### config.mk
export PLATFORM = sky130hd
export DESIGN_NAME = auto_restart_sequencer
export DESIGN_NICKNAME = d
export VERILOG_FILES = /design/src/hdl/auto_restart_sequencer.v /design/src/hdl/exec_tick.v /design/src/hdl/trip_match.v
export VERILOG_INCLUDE_DIRS = /design/src /design/src/hdl
export SDC_FILE = /design/constraint.sdc
export NUM_CORES = 1
export LEC_CHECK = 0
export BUFFER_PORTS_ARGS = -buffer_cell sky130_fd_sc_hd__buf_2
export CAP_MARGIN = 20
export CORE_MARGIN = 2
export CORE_UTILIZATION = 52
export CTS_BUF_LIST = sky130_fd_sc_hd__clkbuf_4 sky130_fd_sc_hd__clkbuf_8
export CTS_CLUSTER_DIAMETER = 200
export DETAILED_ROUTE_END_ITERATION = 8
export PLACE_DENSITY_LB_ADDON = 0.25
export SETUP_SLACK_MARGIN = 0.4
export SLEW_MARGIN = 10
export SYNTH_ARGS = -nofsm -noshare
export SYNTH_HDL_FRONTEND = slang
export SYNTH_SLANG_ARGS = --single-unit
export TNS_END_PERCENT = 10
### constraint.sdc
create_clock -name clk -period 11.07 [get_ports clk]
set_input_delay 0 -clock clk [delete_from_list [all_inputs] [get_ports clk]]
set_output_delay 0 -clock clk [all_outputs]
set_load 0.02 [all_outputs]
### src/hdl/restart_map.vh
// constants for the trip auto-restart sequencer
`ifndef RESTART_MAP_VH
`define RESTART_MAP_VH
// register byte offsets
`define REG_CTRL        8'h00
`define REG_ATTEMPTS    8'h04
`define REG_INIT1       8'h08
`define REG_GAP1        8'h0c
`define REG_INIT2       8'h10
`define REG_GAP2        8'h14
`define REG_STATUS      8'h18
`define REG_TIME_LEFT   8'h1c
`define REG_SEL1_BASE   8'h20
`define REG_SEL2_BASE   8'h38
// field positions and reset values
`define CTRL_ENABLE_BIT 0
`define ATTEMPTS_RST    4'h5
`define ATTEMPTS_MIN    4'h1
`define ATTEMPTS_MAX    4'ha
`define DELAY_MAX_DS    13'h1770
`define SEL_RST         16'h0000
// execution tick of 100 us, time counted in tenths of a second
`define TICK_NS         100000
`define CLK_NS          10
`define TENTH_NS        100000000
`define TRIP_FREE_DS    3000
`endif

### src/hdl/auto_restart_sequencer.v
// trip auto-restart sequencer with avalon-mm register slave
//
// The address map and the Avalon-MM register port were decided locally.
`timescale 1ns/1ps
`default_nettype none
`include "restart_map.vh"
module auto_restart_sequencer #(
   parameter WORDS     = 6,
   parameter TICK_CLKS = `TICK_NS / `CLK_NS,
   parameter DS_TICKS  = `TENTH_NS / `TICK_NS
) (
   input  wire                clk,
   input  wire                nrst,
   // avalon-mm slave
   input  wire [7:0]          address,
   input  wire                read,
   input  wire                write,
   input  wire [31:0]         writedata,
   output reg  [31:0]         readdata,
   output reg                 waitrequest,
   // drive side
   input  wire [16*WORDS-1:0] trips,
   input  wire                error_active,
   input  wire                run_cmd,
   input  wire                ext_reset,
   output reg                 trip_reset,
   output reg                 pending,
   output reg                 restarting,
   output reg  [3:0]          attempts_left,
   output reg  [12:0]         time_left
);
   localparam S_IDLE  = 2'h0;
   localparam S_WAIT  = 2'h1;
   localparam S_COUNT = 2'h2;
   localparam S_LOCK  = 2'h3;

   reg                enable_r;
   reg [3:0]          attempts_r;
   reg [12:0]         init1_r;
   reg [12:0]         gap1_r;
   reg [12:0]         init2_r;
   reg [12:0]         gap2_r;
   wire [16*WORDS-1:0] sel1_all;
   wire [16*WORDS-1:0] sel2_all;
   reg [1:0]          state_r;
   reg                grp1_r;
   reg                first_r;
   reg [3:0]          done_r;
   reg [31:0]         ds_cnt_r;
   reg [15:0]         free_r;
   reg [31:0]         rd_nxt;
   reg [1:0]          state_nxt;
   wire               tick;
   wire               hit1;
   wire               hit2;
   wire               ds_tick;
   wire               acc;
   wire [12:0]        delay_sel;
   wire [15:0]        free_lim;
   wire [15:0]        four_gap;
   wire               wipe;
   wire               start;
   wire               fire;
   wire               free_done;
   wire [31:0]        rd_sel;
   wire [32*WORDS+31:0] rd_chain;

   exec_tick #(
      .PERIOD (TICK_CLKS)
   ) u_tick (
      .clk  (clk),
      .nrst (nrst),
      .tick (tick)
   );

   trip_match #(
      .WORDS (WORDS)
   ) u_match (
      .trips (trips),
      .sel1  (sel1_all),
      .sel2  (sel2_all),
      .hit1  (hit1),
      .hit2  (hit2)
   );

   // tenth-second strobe derived from execution ticks
   assign ds_tick = tick && (ds_cnt_r == DS_TICKS - 1);

   always @(posedge clk or negedge nrst) begin
      if (!nrst)
         ds_cnt_r <= 32'h0;
      else if (ds_tick)
         ds_cnt_r <= 32'h0;
      else if (tick)
         ds_cnt_r <= ds_cnt_r + 32'h1;
   end

   // group one wins when a trip is selected in both groups
   assign delay_sel = grp1_r ? (first_r ? init1_r : gap1_r)
                             : (first_r ? init2_r : gap2_r);

   // trip-free window: longer of 5 minutes or four gaps
   assign four_gap = {1'b0, gap1_r, 2'b00};
   assign free_lim = (four_gap > `TRIP_FREE_DS) ? four_gap : 16'h0bb8;

   // avalon access: the first cycle of a request clears waitrequest and
   // latches read data; the second cycle is accepted and waitrequest rises
   // again at once, so back-to-back requests each see one wait cycle
   // reads have no side effects, so a repeated read is harmless
   assign acc = (read || write) && !waitrequest;

   always @(posedge clk or negedge nrst) begin
      if (!nrst) begin
         waitrequest <= 1'b1;
         readdata    <= 32'h0;
      end else if (acc) begin
         waitrequest <= 1'b1;
      end else if (read || write) begin
         waitrequest <= 1'b0;
         readdata    <= rd_nxt;
      end else begin
         waitrequest <= 1'b1;
      end
   end

   // register read mux; the select words arrive through rd_sel
   // status word: tally, attempts left, pending, restarting, state code
   always @* begin
      rd_nxt = 32'h0;
      case (address)
         `REG_CTRL:      rd_nxt = {31'h0, enable_r};
         `REG_ATTEMPTS:  rd_nxt = {28'h0, attempts_r};
         `REG_INIT1:     rd_nxt = {19'h0, init1_r};
         `REG_GAP1:      rd_nxt = {19'h0, gap1_r};
         `REG_INIT2:     rd_nxt = {19'h0, init2_r};
         `REG_GAP2:      rd_nxt = {19'h0, gap2_r};
         `REG_STATUS:    rd_nxt = {20'h0, done_r, attempts_left, pending, restarting, state_r};
         `REG_TIME_LEFT: rd_nxt = {19'h0, time_left};
         default:        rd_nxt = rd_sel;
      endcase
   end

   // register writes, taken when waitrequest drops
   always @(posedge clk or negedge nrst) begin
      if (!nrst) begin
         enable_r   <= 1'b0;
         attempts_r <= `ATTEMPTS_RST;
         init1_r    <= 13'h0;
         gap1_r     <= 13'h0;
         init2_r    <= 13'h0;
         gap2_r     <= 13'h0;
      end else if (write && acc) begin
         case (address)
            `REG_CTRL:     enable_r <= writedata[`CTRL_ENABLE_BIT];
            // out-of-range limits clamp, but an attempts write above 15 with a zero low nibble gives 1
            `REG_ATTEMPTS: attempts_r <= (writedata[3:0] < `ATTEMPTS_MIN) ? `ATTEMPTS_MIN :
                              (writedata[31:4] != 28'h0 || writedata[3:0] > `ATTEMPTS_MAX) ?
                              `ATTEMPTS_MAX : writedata[3:0];
            `REG_INIT1:    init1_r <= clamp(writedata);
            `REG_GAP1:     gap1_r  <= clamp(writedata);
            `REG_INIT2:    init2_r <= clamp(writedata);
            `REG_GAP2:     gap2_r  <= clamp(writedata);
            default: ;
         endcase
      end
   end

   // delays are held in tenths of a second, capped at 600.0 s
   function [12:0] clamp;
      input [31:0] v;
      begin
         clamp = (v > {19'h0, `DELAY_MAX_DS}) ? `DELAY_MAX_DS : v[12:0];
      end
   endfunction

   // select words: a pair of 16-bit registers per word index
   // the read path is an or-chain, so no wide indexed mux is built
   assign rd_chain[31:0] = 32'h0;

   genvar gi;
   generate
      for (gi = 0; gi < WORDS; gi = gi + 1) begin : g_sel
         reg  [15:0] word1_r;
         reg  [15:0] word2_r;
         wire        pick1;
         wire        pick2;

         assign pick1 = (address == `REG_SEL1_BASE + 4 * gi);
         assign pick2 = (address == `REG_SEL2_BASE + 4 * gi);

         // words reset to no trips selected
         always @(posedge clk or negedge nrst) begin
            if (!nrst) begin
               word1_r <= `SEL_RST;
               word2_r <= `SEL_RST;
            end else if (write && acc) begin
               if (pick1)
                  word1_r <= writedata[15:0];
               if (pick2)
                  word2_r <= writedata[15:0];
            end
         end

         assign sel1_all[16*gi +: 16] = word1_r;
         assign sel2_all[16*gi +: 16] = word2_r;
         assign rd_chain[32*gi+32 +: 32] = rd_chain[32*gi +: 32]
                                         | (pick1 ? {16'h0, word1_r} : 32'h0)
                                         | (pick2 ? {16'h0, word2_r} : 32'h0);
      end
   endgenerate

   assign rd_sel = rd_chain[32*WORDS +: 32];

   // sequence overview:
   //   idle  - watching for a selected trip while enabled and running
   //   wait  - trip seen, holding until every error condition is gone
   //   count - restart delay running in tenths of a second
   //   lock  - attempts used up, only a count clear releases it
   // the count clears on external reset, run removal or disable, and
   // after a long trip-free run; any clear also aborts a pending restart
   // delays step on a free-running tenth strobe, so an attempt may come up
   // to one tenth early; traded for one small shared counter
   // limitation: a trip still latched when a restart is issued starts the
   // next attempt as soon as the trip reset pulse has passed

   // count-clear conditions
   assign wipe = ext_reset || !run_cmd || !enable_r;

   // new sequence; the cycle in which trip_reset is high is skipped because the
   // drive clears its latched trips one edge later than our pulse
   assign start = run_cmd && enable_r && !trip_reset && (hit1 || hit2);

   // trip-free run long enough to forget earlier attempts
   assign free_done = (free_r >= free_lim);

   // restart issued when the delay has run out and errors stay clear
   assign fire = (state_r == S_COUNT) && (time_left == 13'h0) &&
                 !error_active && !wipe;

   // next state
   always @* begin
      state_nxt = state_r;
      case (state_r)
         S_IDLE: begin
            if (start) begin
               if (attempts_left == 4'h0)
                  state_nxt = S_LOCK;
               else
                  state_nxt = S_WAIT;
            end
         end
         S_WAIT: begin
            // timing starts only once all errors have cleared
            if (!error_active)
               state_nxt = S_COUNT;
         end
         S_COUNT: begin
            // a returning error restarts the wait rather than the drive
            if (error_active)
               state_nxt = S_WAIT;
            else if (time_left == 13'h0)
               state_nxt = S_IDLE;
         end
         S_LOCK: begin
            // held until a count clear, normally the external trip reset
            state_nxt = S_LOCK;
         end
         default: begin
            state_nxt = S_IDLE;
         end
      endcase
      // any clear condition drops a scheduled restart
      if (wipe)
         state_nxt = S_IDLE;
   end

   // state register and the restart pulses
   always @(posedge clk or negedge nrst) begin
      if (!nrst) begin
         state_r    <= S_IDLE;
         trip_reset <= 1'b0;
         restarting <= 1'b0;
         pending    <= 1'b0;
      end else begin
         state_r    <= state_nxt;
         trip_reset <= fire;
         restarting <= fire;
         pending    <= (state_nxt == S_WAIT) || (state_nxt == S_COUNT);
      end
   end

   // delay group is taken when the sequence starts; group one wins
   always @(posedge clk or negedge nrst) begin
      if (!nrst) begin
         grp1_r <= 1'b1;
      end else if (state_r == S_IDLE && state_nxt == S_WAIT) begin
         grp1_r <= hit1;
      end
   end

   // remaining time: loaded once, so later delay writes do not disturb a
   // running countdown; steps once per tenth and stops at zero
   always @(posedge clk or negedge nrst) begin
      if (!nrst) begin
         time_left <= 13'h0;
      end else if (state_r == S_WAIT && state_nxt == S_COUNT) begin
         time_left <= delay_sel;
      end else if (ds_tick && time_left != 13'h0) begin
         time_left <= time_left - 13'h1;
      end
   end

   // attempts left, issued-restart tally and first-attempt flag; a clear
   // and a restart never meet, since a restart needs wipe low and free_r is zero outside idle
   always @(posedge clk or negedge nrst) begin
      if (!nrst) begin
         attempts_left <= `ATTEMPTS_RST;
         done_r        <= 4'h0;
         first_r       <= 1'b1;
      end else if (wipe || free_done) begin
         attempts_left <= attempts_r;
         done_r        <= 4'h0;
         first_r       <= 1'b1;
      end else if (fire) begin
         attempts_left <= attempts_left - 4'h1;
         done_r        <= done_r + 4'h1;
         first_r       <= 1'b0;
      end
   end

   // trip-free running time in tenths; any selected trip or stop restarts it
   // the limit is the longer of five minutes or four gaps, see free_lim
   always @(posedge clk or negedge nrst) begin
      if (!nrst) begin
         free_r <= 16'h0;
      end else if (state_r != S_IDLE || hit1 || hit2 || !run_cmd || free_done) begin
         free_r <= 16'h0;
      end else if (ds_tick) begin
         free_r <= free_r + 16'h1;
      end
   end
endmodule // auto_restart_sequencer
`default_nettype wire

### src/hdl/exec_tick.v
// execution-cycle tick generator
`timescale 1ns/1ps
`default_nettype none
module exec_tick #(
   parameter PERIOD = 10000
) (
   input  wire clk,
   input  wire nrst,
   output reg  tick
);
   reg [31:0] cnt_r;

   // free-running divider, one-cycle tick at wrap
   always @(posedge clk or negedge nrst) begin
      if (!nrst) begin
         cnt_r <= 32'h0;
         tick  <= 1'b0;
      end else if (cnt_r == PERIOD - 1) begin
         cnt_r <= 32'h0;
         tick  <= 1'b1;
      end else begin
         cnt_r <= cnt_r + 32'h1;
         tick  <= 1'b0;
      end
   end
endmodule // exec_tick
`default_nettype wire

### src/hdl/trip_match.v
// trip selection matcher for both trigger groups
`timescale 1ns/1ps
`default_nettype none
module trip_match #(
   parameter WORDS = 6
) (
   input  wire [16*WORDS-1:0] trips,
   input  wire [16*WORDS-1:0] sel1,
   input  wire [16*WORDS-1:0] sel2,
   output wire                hit1,
   output wire                hit2
);
   // a set select bit enables restart for that trip
   assign hit1 = |(trips & sel1);
   assign hit2 = |(trips & sel2);
endmodule // trip_match
`default_nettype wire

==> run summary, run 1 <==
outcome: completed
initial DRC count: 2,115
max_cap viols: 0
Area Growth Syn to Fin: 16.0%
clock tree root buffer cell: clkbuf_8
fin crit share: 38.0%
CP cell instances: nor2_1 > nand4_1 > or4_1 > or4_4 > and3_2 > ha_1 > nand3b_1 > mux2_2
clock period minus worst slack: 4.21 ns
Final setup viols: 0
routed wire length: 70,900 um
Switching Power: 0.771 mW
global-route wire length before repair: 104,000 um
Seq pwr share: 48.9%
switching share of power: 26.2%
Hold Violations, Final: 0
final slew viol count: 0
final setup skew: 0.0296 ns
Synthesis Warnings: 0
boundary pin count: 196
Initial Utilization: 52.7%
maximum VDD drop: 110 uV
drt wl/cell: 29.6 um
worst skew pair latency: 0.69 ns
Tot Pwr: 2.94 mW
Post-Syn Area: 18,600 um2
reg2reg start: state_r[0]
Synth Register Bits: 374
Storage cell area: 9370 um2
layout cell share with drive strength beyond 1: 28.3%
die height: 193 um
Worst Setup End Kind: register
largest net degree at the start of global routing: 195
Slew headroom: 12.7%
Pwr per Cell Area: 136 nW/um2
gpl congestion: 1.11
Num CTS Buffers: 61
fin nets: 2,053
Layout fillers: 2,932
clk sinks: 374
global route overflow: 0
FP Rows: 69
I/O Buffers: 179
Min-Delay Path Class: in -> async
critical path type: reg -> reg
dpl cell area: 19,900 um2
Hold WS: 0.00389 ns
Required @ worst endpoint: 11.62 ns
R2R depth: 8
routed via count: 16.2k
overall fraction of global-route tracks in use: 37.4%
Worst Path Max Fanout: 24
TritonRoute pass-1 iters: 6
CTS tree: yes
unrepaired setup endpoints after global routing: false
Internal Power: 2.17 mW
fin area: 21,600 um2
Mapped Cells: 1,677
Critical R2R Capture: time_left[1]
HPWL after detailed placement: 49,600 um
Main synth FF type: dfrtp_1
initial antenna violation count: 4
vias in the first global route: 16.0k
power share of the combinational group: 7.9%
setup bufs post-CTS: 0
Worst Setup Start Kind: register
number of synthesized flops with an enable pin: 0
setup TNS: 0 ns
Clock power frac: 43.3%
Max Freq: 0.238 GHz
CP max-delay cell: or4_4
DIE WIDTH: 193 um
worst slew pin tran: 1.31 ns
post-synth cell types: 65
Pleak: 10.1 nW
DRT antenna net count: 0
R2R Setup Slk: 6.86 ns
die footprint: 37,400 um2
CP max stage delay: 0.72 ns
vias per cell: 6.78
residual DRC count: 0
asr flop ratio synth: 100%
Multi-input gate area: 8770 um2
clock transition at the registers of the reported paths: 0.06 ns
sequential element share of the synthesized area: 50.3%
worst path arrival time: 4.76 ns
htree depth: 2
CTS max path bufs: 3
syn_area_per_cell: 11.1 um2
core area: 35,400 um2
==> worst max-delay path: cells and delay by family (launching register included) <==
family,cells,cell delay (ns)
flip-flops,1,0.48
AND/OR/NAND/NOR,6,3.01
adder cells (fa/ha/maj),1,0.17
multiplexers,1,0.42
==> registers in the layout, summed over array words and instances (netlist names), 16 cells and up <==
register,count
readdata,16
g_sel.word2_r,96
free_r,16
u_tick.cnt_r,32
g_sel.word1_r,96
ds_cnt_r,32
==> worst max path at each step <==
stage	slack (ns)	cells past startpoint	from	end
6_report	6.86	8	state_r[0]	time_left[1]
3_5_place_dp	6.57	11	gap1_r[2]	free_r[2]
5_1_grt	6.58	11	gap1_r[2]	free_r[2]
4_1_cts	6.55	11	gap1_r[2]	free_r[2]
2_1_floorplan	7.27	11	gap1_r[2]	attempts_left[1]
3_3_place_gp	6.81	11	gap1_r[2]	free_r[1]
==> synth_stat cells (6+ instances only) <==
| cell type | count | area [um2] |
|---|---|---|
| mux2_2 | 187 | 2110 |
| a22oi_1 | 113 | 848 |
| xnor2_1 | 42 | 368 |
| mux4_2 | 13 | 293 |
| nand2_1 | 135 | 507 |
| a211oi_1 | 6 | 45.0 |
| clkbuf_1 | 86 | 323 |
| ha_1 | 23 | 288 |
| nor2b_1 | 6 | 37.5 |
| and4_1 | 8 | 70.1 |
| inv_1 | 23 | 86.3 |
| or4_1 | 6 | 45.0 |
| dfstp_2 | 7 | 184 |
| nand2b_1 | 6 | 37.5 |
| buf_4 | 17 | 128 |
| and3_1 | 25 | 156 |
| dfrtp_1 | 367 | 9180 |
| nand3_1 | 56 | 280 |
| nor4_1 | 25 | 156 |
| nor3_2 | 11 | 110 |
| a221oi_1 | 29 | 254 |
| o21ai_0 | 66 | 330 |
| nor2_1 | 85 | 319 |
| a222oi_1 | 23 | 230 |
| or3_1 | 6 | 37.5 |
| xor2_1 | 47 | 412 |
| a22o_1 | 46 | 403 |
| nand4_1 | 44 | 275 |
| nor4b_1 | 7 | 61.3 |
| and2_1 | 18 | 113 |
| nor3_1 | 22 | 110 |
| a31oi_1 | 11 | 68.8 |
| a21oi_1 | 56 | 280 |
==> cell type report <==
cell class / instances / share of cell area [%]
diodes: 1 / 0.0116
clock inverters: 10 / 0.284
multi-input cells: 1187 / 40.6
repair buffers: 240 / 7.08
flip-flops and latches: 374 / 43.3
clock buffers: 100 / 5.64
well taps: 461 / 2.67
inverters: 23 / 0.399
==> cell families (layout without fill, tap and decap cells) <==
| kind of cell | after synthesis | count (layout) | synth area share, % |
|---|---|---|---|
| and+or+nand+nor | 475 | 475 | 13.1 |
| AOI/OAI and AO/OA | 380 | 380 | 14.7 |
| DFF | 374 | 374 | 50.3 |
| muxes | 204 | 204 | 13.1 |
| buffers and inverters | 131 | 373 | 3.08 |
| xor gates and xnor gates | 89 | 89 | 4.18 |
| adders and majority gates | 23 | 23 | 1.54 |
| other | 1 | 17 | 0.0201 |
==> power by group through the flow <==
stage	registers (mW)	logic, mW	clock network (mW)
5_1_grt	1.44	0.244	1.35
4_1_cts	1.43	0.224	1.29
6_report	1.44	0.232	1.27
2_1_floorplan	1.44	0.102	0
3_5_place_dp	1.46	0.211	0
3_3_place_gp	1.46	0.209	0
==> stage by stage <==
step                      utilization [%]  std cells  setup WS, ns
after floorplan                         -       1692          7.27
after global placement               56.1       2242          6.81
after detailed placement             56.2       2244          6.57
after CTS                            60.8       2391          6.55
after global routing                 61.1       2396          6.58
final                                61.1       2396          6.86
==> layout by cell type (no fill, tap or decap), types with 25 or more instances in the layout <==
| cell | synthesis | layout |
|---|---|---|
| nand4_1 | 44 | 44 |
| mux2_2 | 187 | 187 |
| o21ai_0 | 66 | 66 |
| dfrtp_1 | 367 | 367 |
| xnor2_1 | 42 | 42 |
| nand3_1 | 56 | 56 |
| nor2_1 | 85 | 85 |
| clkbuf_4 | 0 | 25 |
| xor2_1 | 47 | 47 |
| and3_1 | 25 | 25 |
| a22oi_1 | 113 | 113 |
| a22o_1 | 46 | 46 |
| buf_2 | 3 | 178 |
| a221oi_1 | 29 | 29 |
| clkbuf_8 | 0 | 75 |
| a21oi_1 | 56 | 56 |
| dlygate4sd3_1 | 0 | 37 |
| nand2_1 | 135 | 135 |
==> timing repair <==
item | 4_1_cts | 5_1_grt
endpoints found under the hold margin | 374 | 0
gates resized for setup | 0 | 0
hold buffers | 37 | 0
endpoints found under the setup margin | 0 | 0
==> metal layers <==
metal  track usage (%)  routed length [um]  vias up
met2              55.8               31000     1180
met1              47.6               26600     8019
met5              3.83                 192        -
met3              12.4                8520      316
li1                  -                   -     6719
met4              21.6                4640        8
Note: power is estimated with default switching activity, not from simulation.
==> run 2: changes to the inputs <==
==> constraint.sdc (replaced) <==
create_clock -name clk -period 4 [get_ports clk]
set_input_delay 0 -clock clk [delete_from_list [all_inputs] [get_ports clk]]
set_output_delay 0 -clock clk [all_outputs]
set_load 0.02 [all_outputs]
==> run summary, run 2 (same netlist as run 1, synthesis figures left out) <==
routed via count: 16.3k (+0.53%)
routed wire length: 73,800 um (+4.0%)
maximum VDD drop: 315 uV (+190%)
vias per cell: 6.74 (-0.55%)
Final setup viols: 0 (unchanged)
clock period minus worst slack: 3.50 ns (-0.710 ns)
end of the critical path: attempts_left[3]
Clock power frac: 44.6% (+1.3 points)
initial antenna violation count: 5 (+1)
CP cell instances: a41o_1 > a41o_1 > a2111oi_2 > buf_4 > nor2_1 > ha_1 > nand4_1 > a21oi_1 > a21oi_1 > or4b_2 > nand2_4 > mux2_2
biggest regs: g_sel.word1_r x96, g_sel.word2_r x96
global route overflow: 0 (unchanged)
Critical Path Stages: 12 (+4)
Required @ worst endpoint: 4.49 ns (-7.13 ns)
boundary pin count: 196 (unchanged)
Multi-input gate area: 8780 um2 (about the same)
Layout fillers: 2,999 (+2.3%)
CP top delay family: compound AO/OA/AOI/OAI gates
setup TNS: 0 ns (unchanged)
gpl congestion: 1.06 (-4.1%)
Worst Setup SP: gap1_r[2]
unrepaired setup endpoints after global routing: true
worst slew pin tran: 1.17 ns (-0.141 ns)
reg2reg start: gap1_r[2]
Storage cell area: 9370 um2 (unchanged)
TritonRoute pass-1 iters: 7 (+1)
Min-Delay Path Class: in -> async
global-route wire length before repair: 108,000 um (+3.3%)
HPWL after detailed placement: 54,100 um (+9.1%)
Area Growth Syn to Fin: 17.3%
I/O Buffers: 179 (unchanged)
Num CTS Buffers: 67 (+9.8%)
residual DRC count: 0 (unchanged)
max_cap viols: 0 (unchanged)
core area: 35,400 um2 (unchanged)
GR Util met1: 49.9% (+2.3 points)
most frequent cells in the layout: dfrtp_1, mux2_2, buf_2
DRT antenna net count: 0 (unchanged)
Worst Setup End Kind: register
critical path type: reg -> reg
Slew headroom: 22.0% (+9.2 points)
final setup skew: 0.0358 ns (+0.00615 ns)
R2R Setup Slk: 0.50 ns (-6.36 ns)
DIE WIDTH: 193 um (unchanged)
Worst Path Max Fanout: 9 (-63%)
worst path arrival time: 3.99 ns (-0.77 ns)
Worst Setup Start Kind: register
Pwr per Cell Area: 383 nW/um2 (+180%)
Switching Power: 2.16 mW (+180%)
Hold WS: 0.0478 ns (+0.0440 ns)
fin area: 21,900 um2 (+1.1%)
fin nets: 2,076 (+1.1%)
Pleak: 10.3 nW (+1.4%)
final slew viol count: 0 (unchanged)
Initial Utilization: 52.7% (unchanged)
clk sinks: 374 (unchanged)
met2 usage: 58.4% (+2.5 points)
overall fraction of global-route tracks in use: 39.2% (+1.7 points)
CP bufs+invs: 1 (+1)
R2R depth: 12 (+4)
fin util: 61.7% (+0.66 points)
commonest non-fill, non-tap cell in the layout: dfrtp_1
power share of the combinational group: 7.9% (about the same)
Seq pwr share: 47.5% (-1.4 points)
die footprint: 37,400 um2 (unchanged)
outcome: completed
CTS max path bufs: 3 (unchanged)
dpl cell area: 20,100 um2 (+1.3%)
GRT busiest layer: met2
die height: 193 um (unchanged)
CP max-delay cell: or4b_2
Max Freq: 0.286 GHz (+20%)
CP max stage delay: 0.72 ns (about the same)
Internal Power: 6.21 mW (+190%)
setup bufs post-CTS: 0 (unchanged)
M3 GR Usage: 11.6% (-0.84 points)
htree depth: 3 (+1)
Hold Violations, Final: 0 (unchanged)
fin crit share: 87.5% (+49 points)
worst skew pair latency: 0.63 ns (-0.06 ns)
FP Rows: 69 (unchanged)
drt wl/cell: 30.5 um (+2.9%)
clock transition at the registers of the reported paths: 0.06 ns (about the same)
vias in the first global route: 16.2k (+1.2%)
CTS tree: yes
largest net degree at the start of global routing: 104 (-47%)
clock tree root buffer cell: clkbuf_8
initial DRC count: 2,004 (-5.2%)
switching share of power: 25.8% (-0.46 points)
layout cell share with drive strength beyond 1: 29.8% (+1.5 points)
Critical R2R Capture: attempts_left[3]
run 2: cell types whose count changed in the layout (fill, tap and decap cells not counted), moves of 2 or more:
cell / before / now
dlygate4sd3_1: 37 / 27
clkbuf_8: 75 / 82
clkinv_2: 7 / 4
buf_4: 18 / 43
clkbuf_4: 25 / 30
buf_6: 0 / 2
run 2: repair_timing:
action,CTS,global route
endpoints found under the setup margin,0,11
endpoints found under the hold margin,310,0
hold buffers,27,0
gates resized for setup,0,4
run 2: worst reg2reg max path: cells and delay by family (launching register included):
kind            cells  cell delay [ns]
compound gates      5             1.09
fa+ha+maj           1             0.30
buf+inv             1             0.22
flops               1             0.43
mux                 1             0.34
simple gates        4             0.99
run 2: cell type report:
type,instances,area share (%)
clock buffer,112,6.19
inverter,23,0.395
tap,461,2.64
antenna,2,0.0229
timing repair buffer,257,7.53
clock inverter,6,0.160
sequential,374,42.9
multi-input combinational,1187,40.2
run 2: power groups by stage:
stage | Combinational (mW) | Clock (mW) | Sequential (mW)
finish | 0.658 | 3.74 | 3.97
global route | 0.690 | 3.96 | 3.97
CTS | 0.641 | 3.78 | 3.97
detailed placement | 0.619 | 0 | 4.03
global placement | 0.616 | 0 | 4.03
floorplan | 0.282 | 0 | 3.99
run 2: worst min-delay path by stage:
stage | from | to | slack (ns) | depth (start not counted)
after floorplan | nrst | attempts_left[1] | -0.30 | 0
after global routing | writedata[9] | g_sel[5].word1_r[9] | 0.05 | 2
after global placement | nrst | free_r[12] | 0.12 | 1
after detailed placement | nrst | free_r[12] | 0.13 | 1
final | nrst | free_r[11] | 0.05 | 2
after CTS | writedata[9] | g_sel[1].word2_r[9] | 0.02 | 2
run 2: metal layers:
layer  up-vias  part of all wire, %  wire length (um)
met4         6                  7.5              5560
met5         -                0.043                32
li1       6761                    -                 -
met1      8063                   37             27500
met2      1180                   44             32500
met3       318                   11              8130
run 2: per-stage QoR:
step | total power, mW | instances | setup slack [ns]
2_1_floorplan | 4.27 | 1692 | 0.473
3_3_place_gp | 4.65 | 2271 | 0.519
3_5_place_dp | 4.65 | 2273 | 0.478
4_1_cts | 8.39 | 2418 | 0.451
5_1_grt | 8.62 | 2421 | 0.373
6_report | 8.37 | 2422 | 0.502
